$ cat src/include/sfq_map.vh
`ifndef SFQ_MAP_VH
`define SFQ_MAP_VH

// command opcodes
`define SFQ_OP_WRITE_ENABLE 8'h06
`define SFQ_OP_MODE_RESET 8'hFF
`define SFQ_OP_QUAD_READ 8'hEB
`define SFQ_OP_PAGE_PROGRAM_CMD 8'h02
`define SFQ_OP_QUAD_PROG 8'h32
`define SFQ_OP_SECTOR_ERASE 8'h20
`define SFQ_OP_BLOCK_ERASE 8'hD8

// mode nibble that keeps continuous read mode
`define SFQ_MODE_CONT 4'hA
`define SFQ_NIBBLE_ALL_ONE 4'hF

// frame layout, in bits or clocks
`define SFQ_ADDR_BITS 6'd24
`define SFQ_MODE_BITS 6'd8
`define SFQ_DUMMY_LAST 6'd3
`define SFQ_CMD_LAST 6'd7

// array geometry
`define SFQ_ARR_MSB 20
`define SFQ_BLK_LSB 16
`define SFQ_SECT_LSB 12
`define SFQ_PAGE_LSB 8
`define SFQ_BLOCK_COUNT 6'd32
`define SFQ_PAGE_LAST 8'hFF

// reset values
`define SFQ_RST_TIMER 32'h0000_0000
`define SFQ_RST_ADDR 24'h00_0000

`endif

$ cat src/verilog/sfq_cmd_ctrl.v
`include "sfq_map.vh"
`default_nettype none

// Behaviour
// - quad read: command, then address and mode four bits per rising edge
// - mode nibble A keeps continuous quad read; device checks that nibble
// - after mode and four dummy clocks, data out per falling edge, MSB line 3
// - read address increments per byte and wraps to zero at array top
// - chip select high ends the read and releases the data lines
// - continuous mode: next frames start with address, until mode reset
// - quad read while busy is ignored, running cycle untouched
// - mode reset clears stored mode bits, ending continuous mode
// - page program: command, three address bytes, 1 to 256 serial bytes
// - program into a protected page is ignored
// - program needs the write-enable latch set first
// - program cycle starts only on select rise after a complete command
// - program busy: commands ignored, busy flag 1 until done
// - over 256 bytes wrap inside the page; last 256 kept
// - unsupplied bytes of the page keep their contents
// - program only clears bits; erase alone sets them
// - quad page program uses four lines; needs quad enable and latch
// - sector erase clears 4 Kbyte, starts on select rise
// - block erase clears 64 Kbyte, starts on select rise
// - erase needs the latch; latch clears when erase completes
// - erase busy: commands ignored, busy flag set until done
// - only address bits 20 to 0 are decoded
// - write enable command sets the write-enable latch
module sfq_cmd_ctrl #(
   parameter [31:0] PROG_CYCLES = 32'd20000,
   parameter [31:0] SECT_CYCLES = 32'd200000,
   parameter [31:0] BLOCK_CYCLES = 32'd800000
) (
   // clock and reset
   input wire clk,
   input wire rst_n,
   // serial link pins
   input wire csN,
   input wire sck,
   input wire [3:0] dataLineIn,
   output reg [3:0] dataLineOut,
   output reg [3:0] dataLineOe,
   // configuration and status
   input wire quadEnableBit,
   input wire [3:0] protectBits,
   output reg writeEnableLatch,
   output wire busyFlag,
   output reg continuousMode,
   // array read port, one clock latency
   output reg [`SFQ_ARR_MSB:0] memRdAddr,
   input wire [7:0] memRdData,
   // array program port
   output wire pgmValid,
   input wire pgmReady,
   output wire [`SFQ_ARR_MSB:0] pgmAddr,
   output wire [7:0] pgmData,
   // array erase port
   output reg eraseReq,
   output reg eraseBlock,
   output reg [`SFQ_ARR_MSB:0] eraseAddr
);

   localparam [3:0] S_IDLE = 4'd0;
   localparam [3:0] S_CMD = 4'd1;
   localparam [3:0] S_ADDR = 4'd2;
   localparam [3:0] S_MODE = 4'd3;
   localparam [3:0] S_DUMMY = 4'd4;
   localparam [3:0] S_READ = 4'd5;
   localparam [3:0] S_PDATA = 4'd6;
   localparam [3:0] S_ERADDR = 4'd7;
   localparam [3:0] S_IGNORE = 4'd8;

   localparam [1:0] B_IDLE = 2'd0;
   localparam [1:0] B_DRAIN = 2'd1;
   localparam [1:0] B_WAIT = 2'd2;

   // top blocks made read-only by the protect field
   function isProt;
      input [3:0] bp;
      input [4:0] blk;
      reg [5:0] n;
      begin
         if (bp == 4'h0) begin
            n = 6'd0;
         end else if (bp > 4'h5) begin
            n = `SFQ_BLOCK_COUNT;
         end else begin
            n = 6'd1 << (bp - 4'h1);
         end
         isProt = (n != 6'd0) && ({1'b0, blk} >= (`SFQ_BLOCK_COUNT - n));
      end
   endfunction

   // link synchronisers
   reg csS1_q, csS2_q, csPrev_q;
   reg sckS1_q, sckS2_q, sckPrev_q;
   reg [3:0] dinS1_q, dinS2_q;

   always @(posedge clk or negedge rst_n) begin
      if (!rst_n) begin
         csS1_q <= 1'b1;
         csS2_q <= 1'b1;
         csPrev_q <= 1'b1;
         sckS1_q <= 1'b0;
         sckS2_q <= 1'b0;
         sckPrev_q <= 1'b0;
         dinS1_q <= 4'h0;
         dinS2_q <= 4'h0;
      end else begin
         csS1_q <= csN;
         csS2_q <= csS1_q;
         csPrev_q <= csS2_q;
         sckS1_q <= sck;
         sckS2_q <= sckS1_q;
         sckPrev_q <= sckS2_q;
         dinS1_q <= dataLineIn;
         dinS2_q <= dinS1_q;
      end
   end

   wire csFall = csPrev_q & ~csS2_q;
   wire csRise = ~csPrev_q & csS2_q;
   wire sckRise = ~sckPrev_q & sckS2_q & ~csS2_q;
   wire sckFall = sckPrev_q & ~sckS2_q & ~csS2_q;

   reg [3:0] st_q;
   reg [1:0] bst_q;
   reg [5:0] bitCnt_q;
   reg [23:0] shReg_q;
   reg [7:0] cmd_q;
   reg [23:0] addr_q;
   reg quadIn_q;
   reg contTx_q;
   reg allOnes_q;
   reg nibHi_q;
   reg [3:0] lowNib_q;
   reg [2:0] dataBits_q;
   reg [7:0] byteOff_q;
   reg byteSeen_q;
   reg [255:0] pageValid_q;
   reg [7:0] idx_q;
   reg [31:0] timer_q;
   reg [7:0] pageMem [0:255];

   wire busy = (bst_q != B_IDLE);
   assign busyFlag = busy;

   // four lines per edge, MSB on line 3, or one bit on line 0
   wire [23:0] shNext = quadIn_q ? {shReg_q[19:0], dinS2_q} :
                        {shReg_q[22:0], dinS2_q[0]};
   wire [5:0] bitsNext = bitCnt_q + (quadIn_q ? 6'd4 : 6'd1);
   wire [2:0] dataNext = dataBits_q + (quadIn_q ? 3'd4 : 3'd1);
   wire nibNotOnes = quadIn_q && (dinS2_q != `SFQ_NIBBLE_ALL_ONE);

   wire isQuadProg = (cmd_q == `SFQ_OP_QUAD_PROG);
   wire isBlockErase = (cmd_q == `SFQ_OP_BLOCK_ERASE);
   wire [4:0] tgtBlk = addr_q[`SFQ_ARR_MSB:`SFQ_BLK_LSB];

   // complete frame: whole bytes only, at least one
   wire progOk = (st_q == S_PDATA) && (dataBits_q == 3'd0) &&
                 byteSeen_q && writeEnableLatch &&
                 !isProt(protectBits, tgtBlk) &&
                 (!isQuadProg || quadEnableBit);
   wire eraseOk = (st_q == S_ERADDR) && writeEnableLatch &&
                  !isProt(protectBits, tgtBlk);
   wire goProg = csRise && !busy && progOk;
   wire goErase = csRise && !busy && eraseOk;

   wire pageWe = sckRise && (st_q == S_PDATA) && (dataNext == 3'd0);
   wire bufInReady;
   wire drainAdv = (bst_q == B_DRAIN) &&
                   (!pageValid_q[idx_q] || bufInReady);
   wire bufInValid = (bst_q == B_DRAIN) && pageValid_q[idx_q];

   // pushed byte only pulls bits low in the cell
   sfq_pair_buf #(
      .WIDTH(29),
      .DEPTH(2),
      .PTR(1)
   ) pgmBuf (
      .clk(clk),
      .rst_n(rst_n),
      .inValid(bufInValid),
      .inReady(bufInReady),
      .inData({addr_q[`SFQ_ARR_MSB:`SFQ_PAGE_LSB], idx_q,
               pageMem[idx_q]}),
      .outValid(pgmValid),
      .outReady(pgmReady),
      .outData({pgmAddr, pgmData})
   );

   // page staging store, no reset needed
   always @(posedge clk) begin
      if (pageWe) begin
         pageMem[byteOff_q] <= shNext[7:0];
      end
   end

   always @(posedge clk or negedge rst_n) begin
      if (!rst_n) begin
         st_q <= S_IDLE;
         bst_q <= B_IDLE;
         bitCnt_q <= 6'd0;
         shReg_q <= `SFQ_RST_ADDR;
         cmd_q <= 8'h00;
         addr_q <= `SFQ_RST_ADDR;
         quadIn_q <= 1'b0;
         contTx_q <= 1'b0;
         allOnes_q <= 1'b0;
         nibHi_q <= 1'b1;
         lowNib_q <= 4'h0;
         dataBits_q <= 3'd0;
         byteOff_q <= 8'h00;
         byteSeen_q <= 1'b0;
         pageValid_q <= {256{1'b0}};
         idx_q <= 8'h00;
         timer_q <= `SFQ_RST_TIMER;
         writeEnableLatch <= 1'b0;
         continuousMode <= 1'b0;
         memRdAddr <= {(`SFQ_ARR_MSB+1){1'b0}};
         dataLineOut <= 4'h0;
         dataLineOe <= 4'h0;
         eraseReq <= 1'b0;
         eraseBlock <= 1'b0;
         eraseAddr <= {(`SFQ_ARR_MSB+1){1'b0}};
      end else begin
         eraseReq <= 1'b0;

         // self-timed cycle engine
         case (bst_q)
            B_IDLE: begin
               if (goProg) begin
                  bst_q <= B_DRAIN;
                  idx_q <= 8'h00;
                  timer_q <= PROG_CYCLES;
               end else if (goErase) begin
                  bst_q <= B_WAIT;
                  eraseReq <= 1'b1;
                  eraseBlock <= isBlockErase;
                  // clear the low bits of the region
                  if (isBlockErase) begin
                     eraseAddr <= {tgtBlk, 16'h0000};
                     timer_q <= BLOCK_CYCLES;
                  end else begin
                     eraseAddr <= {addr_q[`SFQ_ARR_MSB:`SFQ_SECT_LSB],
                                   12'h000};
                     timer_q <= SECT_CYCLES;
                  end
               end
            end
            B_DRAIN: begin
               // array back-pressure stalls the walk over the page
               if (drainAdv) begin
                  idx_q <= idx_q + 8'h01;
                  if (idx_q == `SFQ_PAGE_LAST) begin
                     bst_q <= B_WAIT;
                  end
               end
            end
            B_WAIT: begin
               // buffered words must reach the array before busy drops
               if (timer_q > 32'd1) begin
                  timer_q <= timer_q - 32'd1;
               end else if (!pgmValid) begin
                  bst_q <= B_IDLE;
                  writeEnableLatch <= 1'b0;
               end
            end
            default: begin
               bst_q <= B_IDLE;
            end
         endcase

         // frame engine
         if (csRise) begin
            st_q <= S_IDLE;
            dataLineOe <= 4'h0;
            // all-ones opening in continuous mode acts as mode reset
            if (contTx_q && allOnes_q &&
                (st_q == S_ADDR || st_q == S_MODE)) begin
               continuousMode <= 1'b0;
            end
         end else if (csFall) begin
            bitCnt_q <= 6'd0;
            shReg_q <= `SFQ_RST_ADDR;
            allOnes_q <= 1'b1;
            if (busy) begin
               st_q <= S_IGNORE;
               contTx_q <= 1'b0;
            end else if (continuousMode) begin
               st_q <= S_ADDR;
               cmd_q <= `SFQ_OP_QUAD_READ;
               quadIn_q <= 1'b1;
               contTx_q <= 1'b1;
            end else begin
               st_q <= S_CMD;
               quadIn_q <= 1'b0;
               contTx_q <= 1'b0;
            end
         end else if (sckRise) begin
            case (st_q)
               S_CMD: begin
                  shReg_q <= shNext;
                  bitCnt_q <= bitsNext;
                  if (bitCnt_q == `SFQ_CMD_LAST) begin
                     bitCnt_q <= 6'd0;
                     cmd_q <= shNext[7:0];
                     st_q <= S_ADDR;
                     case (shNext[7:0])
                        `SFQ_OP_WRITE_ENABLE: begin
                           writeEnableLatch <= 1'b1;
                           st_q <= S_IGNORE;
                        end
                        `SFQ_OP_MODE_RESET: begin
                           continuousMode <= 1'b0;
                           st_q <= S_IGNORE;
                        end
                        `SFQ_OP_QUAD_READ: begin
                           quadIn_q <= 1'b1;
                        end
                        `SFQ_OP_QUAD_PROG: begin
                           quadIn_q <= 1'b1;
                           pageValid_q <= {256{1'b0}};
                        end
                        `SFQ_OP_PAGE_PROGRAM_CMD: begin
                           pageValid_q <= {256{1'b0}};
                        end
                        `SFQ_OP_SECTOR_ERASE,
                        `SFQ_OP_BLOCK_ERASE: begin
                           quadIn_q <= 1'b0;
                        end
                        default: begin
                           st_q <= S_IGNORE;
                        end
                     endcase
                  end
               end
               S_ADDR: begin
                  shReg_q <= shNext;
                  bitCnt_q <= bitsNext;
                  if (nibNotOnes) begin
                     allOnes_q <= 1'b0;
                  end
                  if (bitsNext == `SFQ_ADDR_BITS) begin
                     bitCnt_q <= 6'd0;
                     addr_q <= shNext;
                     memRdAddr <= shNext[`SFQ_ARR_MSB:0];
                     byteOff_q <= shNext[7:0];
                     dataBits_q <= 3'd0;
                     byteSeen_q <= 1'b0;
                     if (cmd_q == `SFQ_OP_QUAD_READ) begin
                        st_q <= S_MODE;
                     end else if (cmd_q == `SFQ_OP_SECTOR_ERASE ||
                                  isBlockErase) begin
                        st_q <= S_ERADDR;
                     end else begin
                        st_q <= S_PDATA;
                     end
                  end
               end
               S_MODE: begin
                  bitCnt_q <= bitsNext;
                  if (nibNotOnes) begin
                     allOnes_q <= 1'b0;
                  end
                  if (bitCnt_q == 6'd0) begin
                     continuousMode <=
                        (dinS2_q == `SFQ_MODE_CONT);
                  end
                  if (bitsNext == `SFQ_MODE_BITS) begin
                     bitCnt_q <= 6'd0;
                     st_q <= S_DUMMY;
                  end
               end
               S_DUMMY: begin
                  bitCnt_q <= bitCnt_q + 6'd1;
                  if (bitCnt_q == `SFQ_DUMMY_LAST) begin
                     st_q <= S_READ;
                     nibHi_q <= 1'b1;
                  end
               end
               S_PDATA: begin
                  shReg_q <= shNext;
                  dataBits_q <= dataNext;
                  if (dataNext == 3'd0) begin
                     // offset wraps inside the page, newest byte wins
                     byteOff_q <= byteOff_q + 8'h01;
                     byteSeen_q <= 1'b1;
                     pageValid_q[byteOff_q] <= 1'b1;
                  end
               end
               S_ERADDR: begin
                  st_q <= S_IGNORE;
               end
               default: begin
               end
            endcase
         end else if (sckFall && st_q == S_READ) begin
            dataLineOe <= 4'hF;
            if (nibHi_q) begin
               dataLineOut <= memRdData[7:4];
               lowNib_q <= memRdData[3:0];
               nibHi_q <= 1'b0;
            end else begin
               dataLineOut <= lowNib_q;
               nibHi_q <= 1'b1;
               // address width wraps the top back to zero
               memRdAddr <= memRdAddr + 1'b1;
            end
         end
      end
   end

endmodule

`default_nettype wire

$ cat src/verilog/sfq_pair_buf.v
`default_nettype none

module sfq_pair_buf #(
   parameter WIDTH = 29,
   parameter DEPTH = 2,
   parameter PTR = 1
) (
   // clock and reset
   input wire clk,
   input wire rst_n,
   // filling side
   input wire inValid,
   output wire inReady,
   input wire [WIDTH-1:0] inData,
   // draining side
   output wire outValid,
   input wire outReady,
   output wire [WIDTH-1:0] outData
);

   localparam [31:0] DEPTH_W = DEPTH;
   localparam [31:0] DEPTH_M1 = DEPTH - 1;
   localparam [PTR:0] FULL = DEPTH_W[PTR:0];
   localparam [PTR-1:0] LAST = DEPTH_M1[PTR-1:0];

   reg [WIDTH-1:0] mem [0:DEPTH-1];
   reg [PTR-1:0] wrPtr_q;
   reg [PTR-1:0] rdPtr_q;
   reg [PTR:0] cnt_q;

   wire push = inValid & inReady;
   wire pop = outValid & outReady;

   assign inReady = (cnt_q != FULL);
   assign outValid = (cnt_q != {(PTR+1){1'b0}});
   assign outData = mem[rdPtr_q];

   always @(posedge clk) begin
      if (push) begin
         mem[wrPtr_q] <= inData;
      end
   end

   always @(posedge clk or negedge rst_n) begin
      if (!rst_n) begin
         wrPtr_q <= {PTR{1'b0}};
         rdPtr_q <= {PTR{1'b0}};
         cnt_q <= {(PTR+1){1'b0}};
      end else begin
         if (push) begin
            wrPtr_q <= (wrPtr_q == LAST) ? {PTR{1'b0}} : wrPtr_q + 1'b1;
         end
         if (pop) begin
            rdPtr_q <= (rdPtr_q == LAST) ? {PTR{1'b0}} : rdPtr_q + 1'b1;
         end
         if (push && !pop) begin
            cnt_q <= cnt_q + 1'b1;
         end else if (pop && !push) begin
            cnt_q <= cnt_q - 1'b1;
         end
      end
   end

endmodule

`default_nettype wire
$ cat config.mk
export PLATFORM = sky130hd
export DESIGN_NAME = sfq_cmd_ctrl
export DESIGN_NICKNAME = d
export VERILOG_FILES = /design/src/verilog/sfq_cmd_ctrl.v /design/src/verilog/sfq_pair_buf.v
export VERILOG_INCLUDE_DIRS = /design/src /design/src/include
export SDC_FILE = /design/constraint.sdc
export NUM_CORES = 2
export LEC_CHECK = 0
export ABC_AREA = 0
export BUFFER_PORTS_ARGS = -buffer_cell sky130_fd_sc_hd__buf_2
export CAP_MARGIN = 10
export CELL_PAD_IN_SITES_DETAIL_PLACEMENT = 0
export CELL_PAD_IN_SITES_GLOBAL_PLACEMENT = 1
export CORE_ASPECT_RATIO = 1.4
export CORE_MARGIN = 1.5
export CORE_UTILIZATION = 55
export DETAILED_ROUTE_END_ITERATION = 12
export PLACE_DENSITY = 0.78
export SYNTH_ARGS = -nofsm -noshare
export SYNTH_HDL_FRONTEND = slang
export SYNTH_SLANG_ARGS = --single-unit
$ cat constraint.sdc
create_clock -name clk -period 7.2 [get_ports clk]
set_clock_uncertainty 0.2 [all_clocks]
set_input_delay 0.72 -clock clk [delete_from_list [all_inputs] [get_ports clk]]
set_output_delay 0.72 -clock clk [all_outputs]
set_load 0.005 [all_outputs]
==> flow_summary.json <==
{
  "synth_area_leader_cell": "edfxtp_1",
  "maxCapViolCount": 0,
  "post-place-ws_ps": 2130,
  "start_util_pct": 55.4,
  "status": "finished clean",
  "path_depth": 9,
  "p_leak_nw": 38.6,
  "hold_viol_final": 0,
  "p_int_mw": 23.4,
  "holdPathEnd": "dinS2_q[3]",
  "cts_resized": 0,
  "drv_slew": 0,
  "drive_above_1_share_pct": 24.2,
  "timing.final.ws_setup_ps": 2300,
  "rows": 186,
  "relSlewSlack_pct": 15.3,
  "viasPerCell": 6.38,
  "final_common_cell": "edfxtp_1",
  "final_cell_mix": "edfxtp_1, mux4_2, nor2_1",
  "hold_path_class": "reg -> reg",
  "num_io_pins": 107,
  "n_fill_cell": 12900,
  "wl_um": 244000,
  "combPwrFrac_pct": 3.5,
  "portBuffers": 94,
  "synth_top_area_share_pct": 62.1,
  "r2r_start": "idx_q[0]",
  "post_cts_buffers": 0,
  "slowest_stage": "dfrtp_4",
  "setup_tns_ps": 0,
  "worstSetupStartpointType": "register",
  "path_class": "reg -> reg",
  "crit_fanout": 38,
  "grt_pass1_vias": 52600,
  "die_y_um": 512,
  "r2r_end": "pgmBuf.mem[1][17]",
  "antenna_found_initial": 4,
  "fin_worst_hold_slack_ps": 160,
  "cts.sinks": 2532,
  "syn_inst": 5440,
  "clockBufferDepth": 3,
  "drtAntennaViolNets": 0,
  "area_delta_synth_final_pct": 10.5,
  "dieArea_mm2": 0.188,
  "grt_max_degree": 257,
  "synth-edff-count": 2106,
  "peakVddDrop_mv": 0.190,
  "cts-root-buf": "clkbuf_16",
  "yosysWarnings": 0,
  "cp-end-kind": "register",
  "dp.final_hpwl_um": 144000,
  "p_clk_share_pct": 41.1,
  "gp_congestion": 0.829,
  "critPathTopFamily": "compound AO/OA/AOI/OAI gates",
  "fmax_mhz": 204,
  "cts_hold_buffers": 16,
  "seq_area_frac_synth_pct": 72.5,
  "hp-start": "dinS1_q[3]",
  "stdcell_area_mm2": 0.113,
  "globalRouteTotalUtil_pct": 26.2,
  "drtPass1Iterations": 6,
  "finalPower_mw": 29.8,
  "globalRouteOverflowTotal": 0,
  "synth-main-ff-cell": "edfxtp_1",
  "drc": 0,
  "worstPathArrival_ps": 5180,
  "wl_per_cell_um": 29.9,
  "r2r_cells": 9,
  "place_area_mm2": 0.105,
  "routed-via-count": 52000,
  "synth_cell_types": 81,
  "clkTransAtPathRegs_ps": 70,
  "cts_made_buffers": 221,
  "die_w_um": 367,
  "worst-path-buf-inv": 1,
  "fin_cells": 8157,
  "syn_area_mm2": 0.102,
  "cp.required_ps": 7480,
  "finalSetupViolCount": 0,
  "final_nets": 5564,
  "worst_slew_pin_slew_ps": 1270,
  "p_switching_mw": 6.40,
  "power_frac_seq_pct": 55.4,
  "worstSkewPairLatency_ps": 890,
  "synth.area.top_cells": "edfxtp_1, mux4_2, dfrtp_1, nor2_1, a21oi_1",
  "p_sw_share_pct": 21.5,
  "drtIter0Drc": 5834,
  "ys_ff_latch": 2532,
  "power_density_mw_per_mm2": 265,
  "postSynth.asyncResetShare_pct": 16.8,
  "max_stage_delay_ps": 1010,
  "regToRegSetupSlack_ps": 2300,
  "period_needed_ps": 4900,
  "cp_cell_sequence": "buf_4 > mux4_2 > a22oi_1 > o2111ai_1 > a211oi_1 > a31oi_1 > a21oi_1 > nor2_1 > and2_2",
  "cts_max_level": 4,
  "final_util_pct": 61.3,
  "core-area_mm2": 0.184,
  "grt_first_pass_wirelength_um": 361000,
  "cts_tree": "done",
  "post-route-period-util_pct": 68.0,
  "place_inst": 7721,
  "rsz0062_at_grt": "false",
  "hold_depth": 0,
  "syn_avg_cell_area_um2": 18.7
}
-- how the worst max path moves through the flow --
stage | startpoint | endpoint | slack [ps]
finish | idx_q[0] | pgmBuf.mem[1][17] | 2300
detailed placement | protectBits[1] | timer_q[11] | 2130
global route | idx_q[0] | pgmBuf.mem[1][17] | 1880
floorplan | quadIn_q | pageValid_q[15] | 1070
global placement | protectBits[1] | timer_q[11] | 2080
CTS | idx_q[0] | pgmBuf.mem[1][17] | 2260
-- sequential cells by signal, indices dropped and copies added (netlist names), 2 cells and up --
signal	cells
byteOff_q	8
lowNib_q	4
bitCnt_q	6
memRdAddr	21
dataLineOut	4
shReg_q	20
st_q	4
eraseAddr	9
dinS1_q	4
pgmBuf.mem	58
bst_q	2
pageValid_q	256
cmd_q	8
dataBits_q	3
dinS2_q	4
pageMem	2048
idx_q	8
pgmBuf.cnt_q	2
timer_q	32
addr_q	13
-- layer usage --
metal,track usage [%],routed length [µm],vias to the layer above
met5,0,23,-
met4,8.05,7680,4
met3,4.27,16100,417
met2,45.2,128000,1992
met1,34.5,92100,27700
li1,-,-,21900
-- area by class of cell --
cell class | instances | area (µm²) | area share (%)
timing repair buffer | 213 | 1600 | 1.42
sequential | 2532 | 73900 | 65.6
clock buffer | 265 | 5820 | 5.17
antenna | 3 | 7.51 | 0.00667
tap | 2444 | 3060 | 2.72
inverter | 35 | 169 | 0.150
multi-input combinational | 2514 | 26300 | 23.4
clock inverter | 151 | 1710 | 1.52
-- synthesized netlist by cell type (all sizes together) (21+ instances only) --
| library cell | n |
|---|---|
| mux2i | 54 |
| nand3 | 33 |
| ha | 25 |
| inv | 33 |
| mux4 | 739 |
| nand2 | 171 |
| a21oi | 331 |
| o31ai | 23 |
| buf | 135 |
| clkbuf | 235 |
| nor2 | 633 |
| nor2b | 21 |
| dfrtp | 422 |
| nor3 | 26 |
| edfxtp | 2106 |
| o21ai | 86 |
| mux2 | 45 |
-- kinds of logic after synthesis --
kind of cell,synth area share [%]
adder cells (fa/ha/maj),0.307
multiplexers,17.4
buffers and inverters,1.78
flip-flops,72.5
AND/OR/NAND/NOR,4.36
other,0.00368
AO/OA/AOI/OAI,3.39
XOR/XNOR,0.266
-- power groups by stage --
stage / combinational, mW / clock, mW / sequential (mW)
finish: 1.04 / 12.2 / 16.5
global route: 1.14 / 12.9 / 16.5
CTS: 1.06 / 12.4 / 16.5
detailed placement: 1.05 / 0 / 16.8
global placement: 0.978 / 0 / 16.8
floorplan: 0.494 / 0 / 16.9
(Power assumes the default switching activity.)
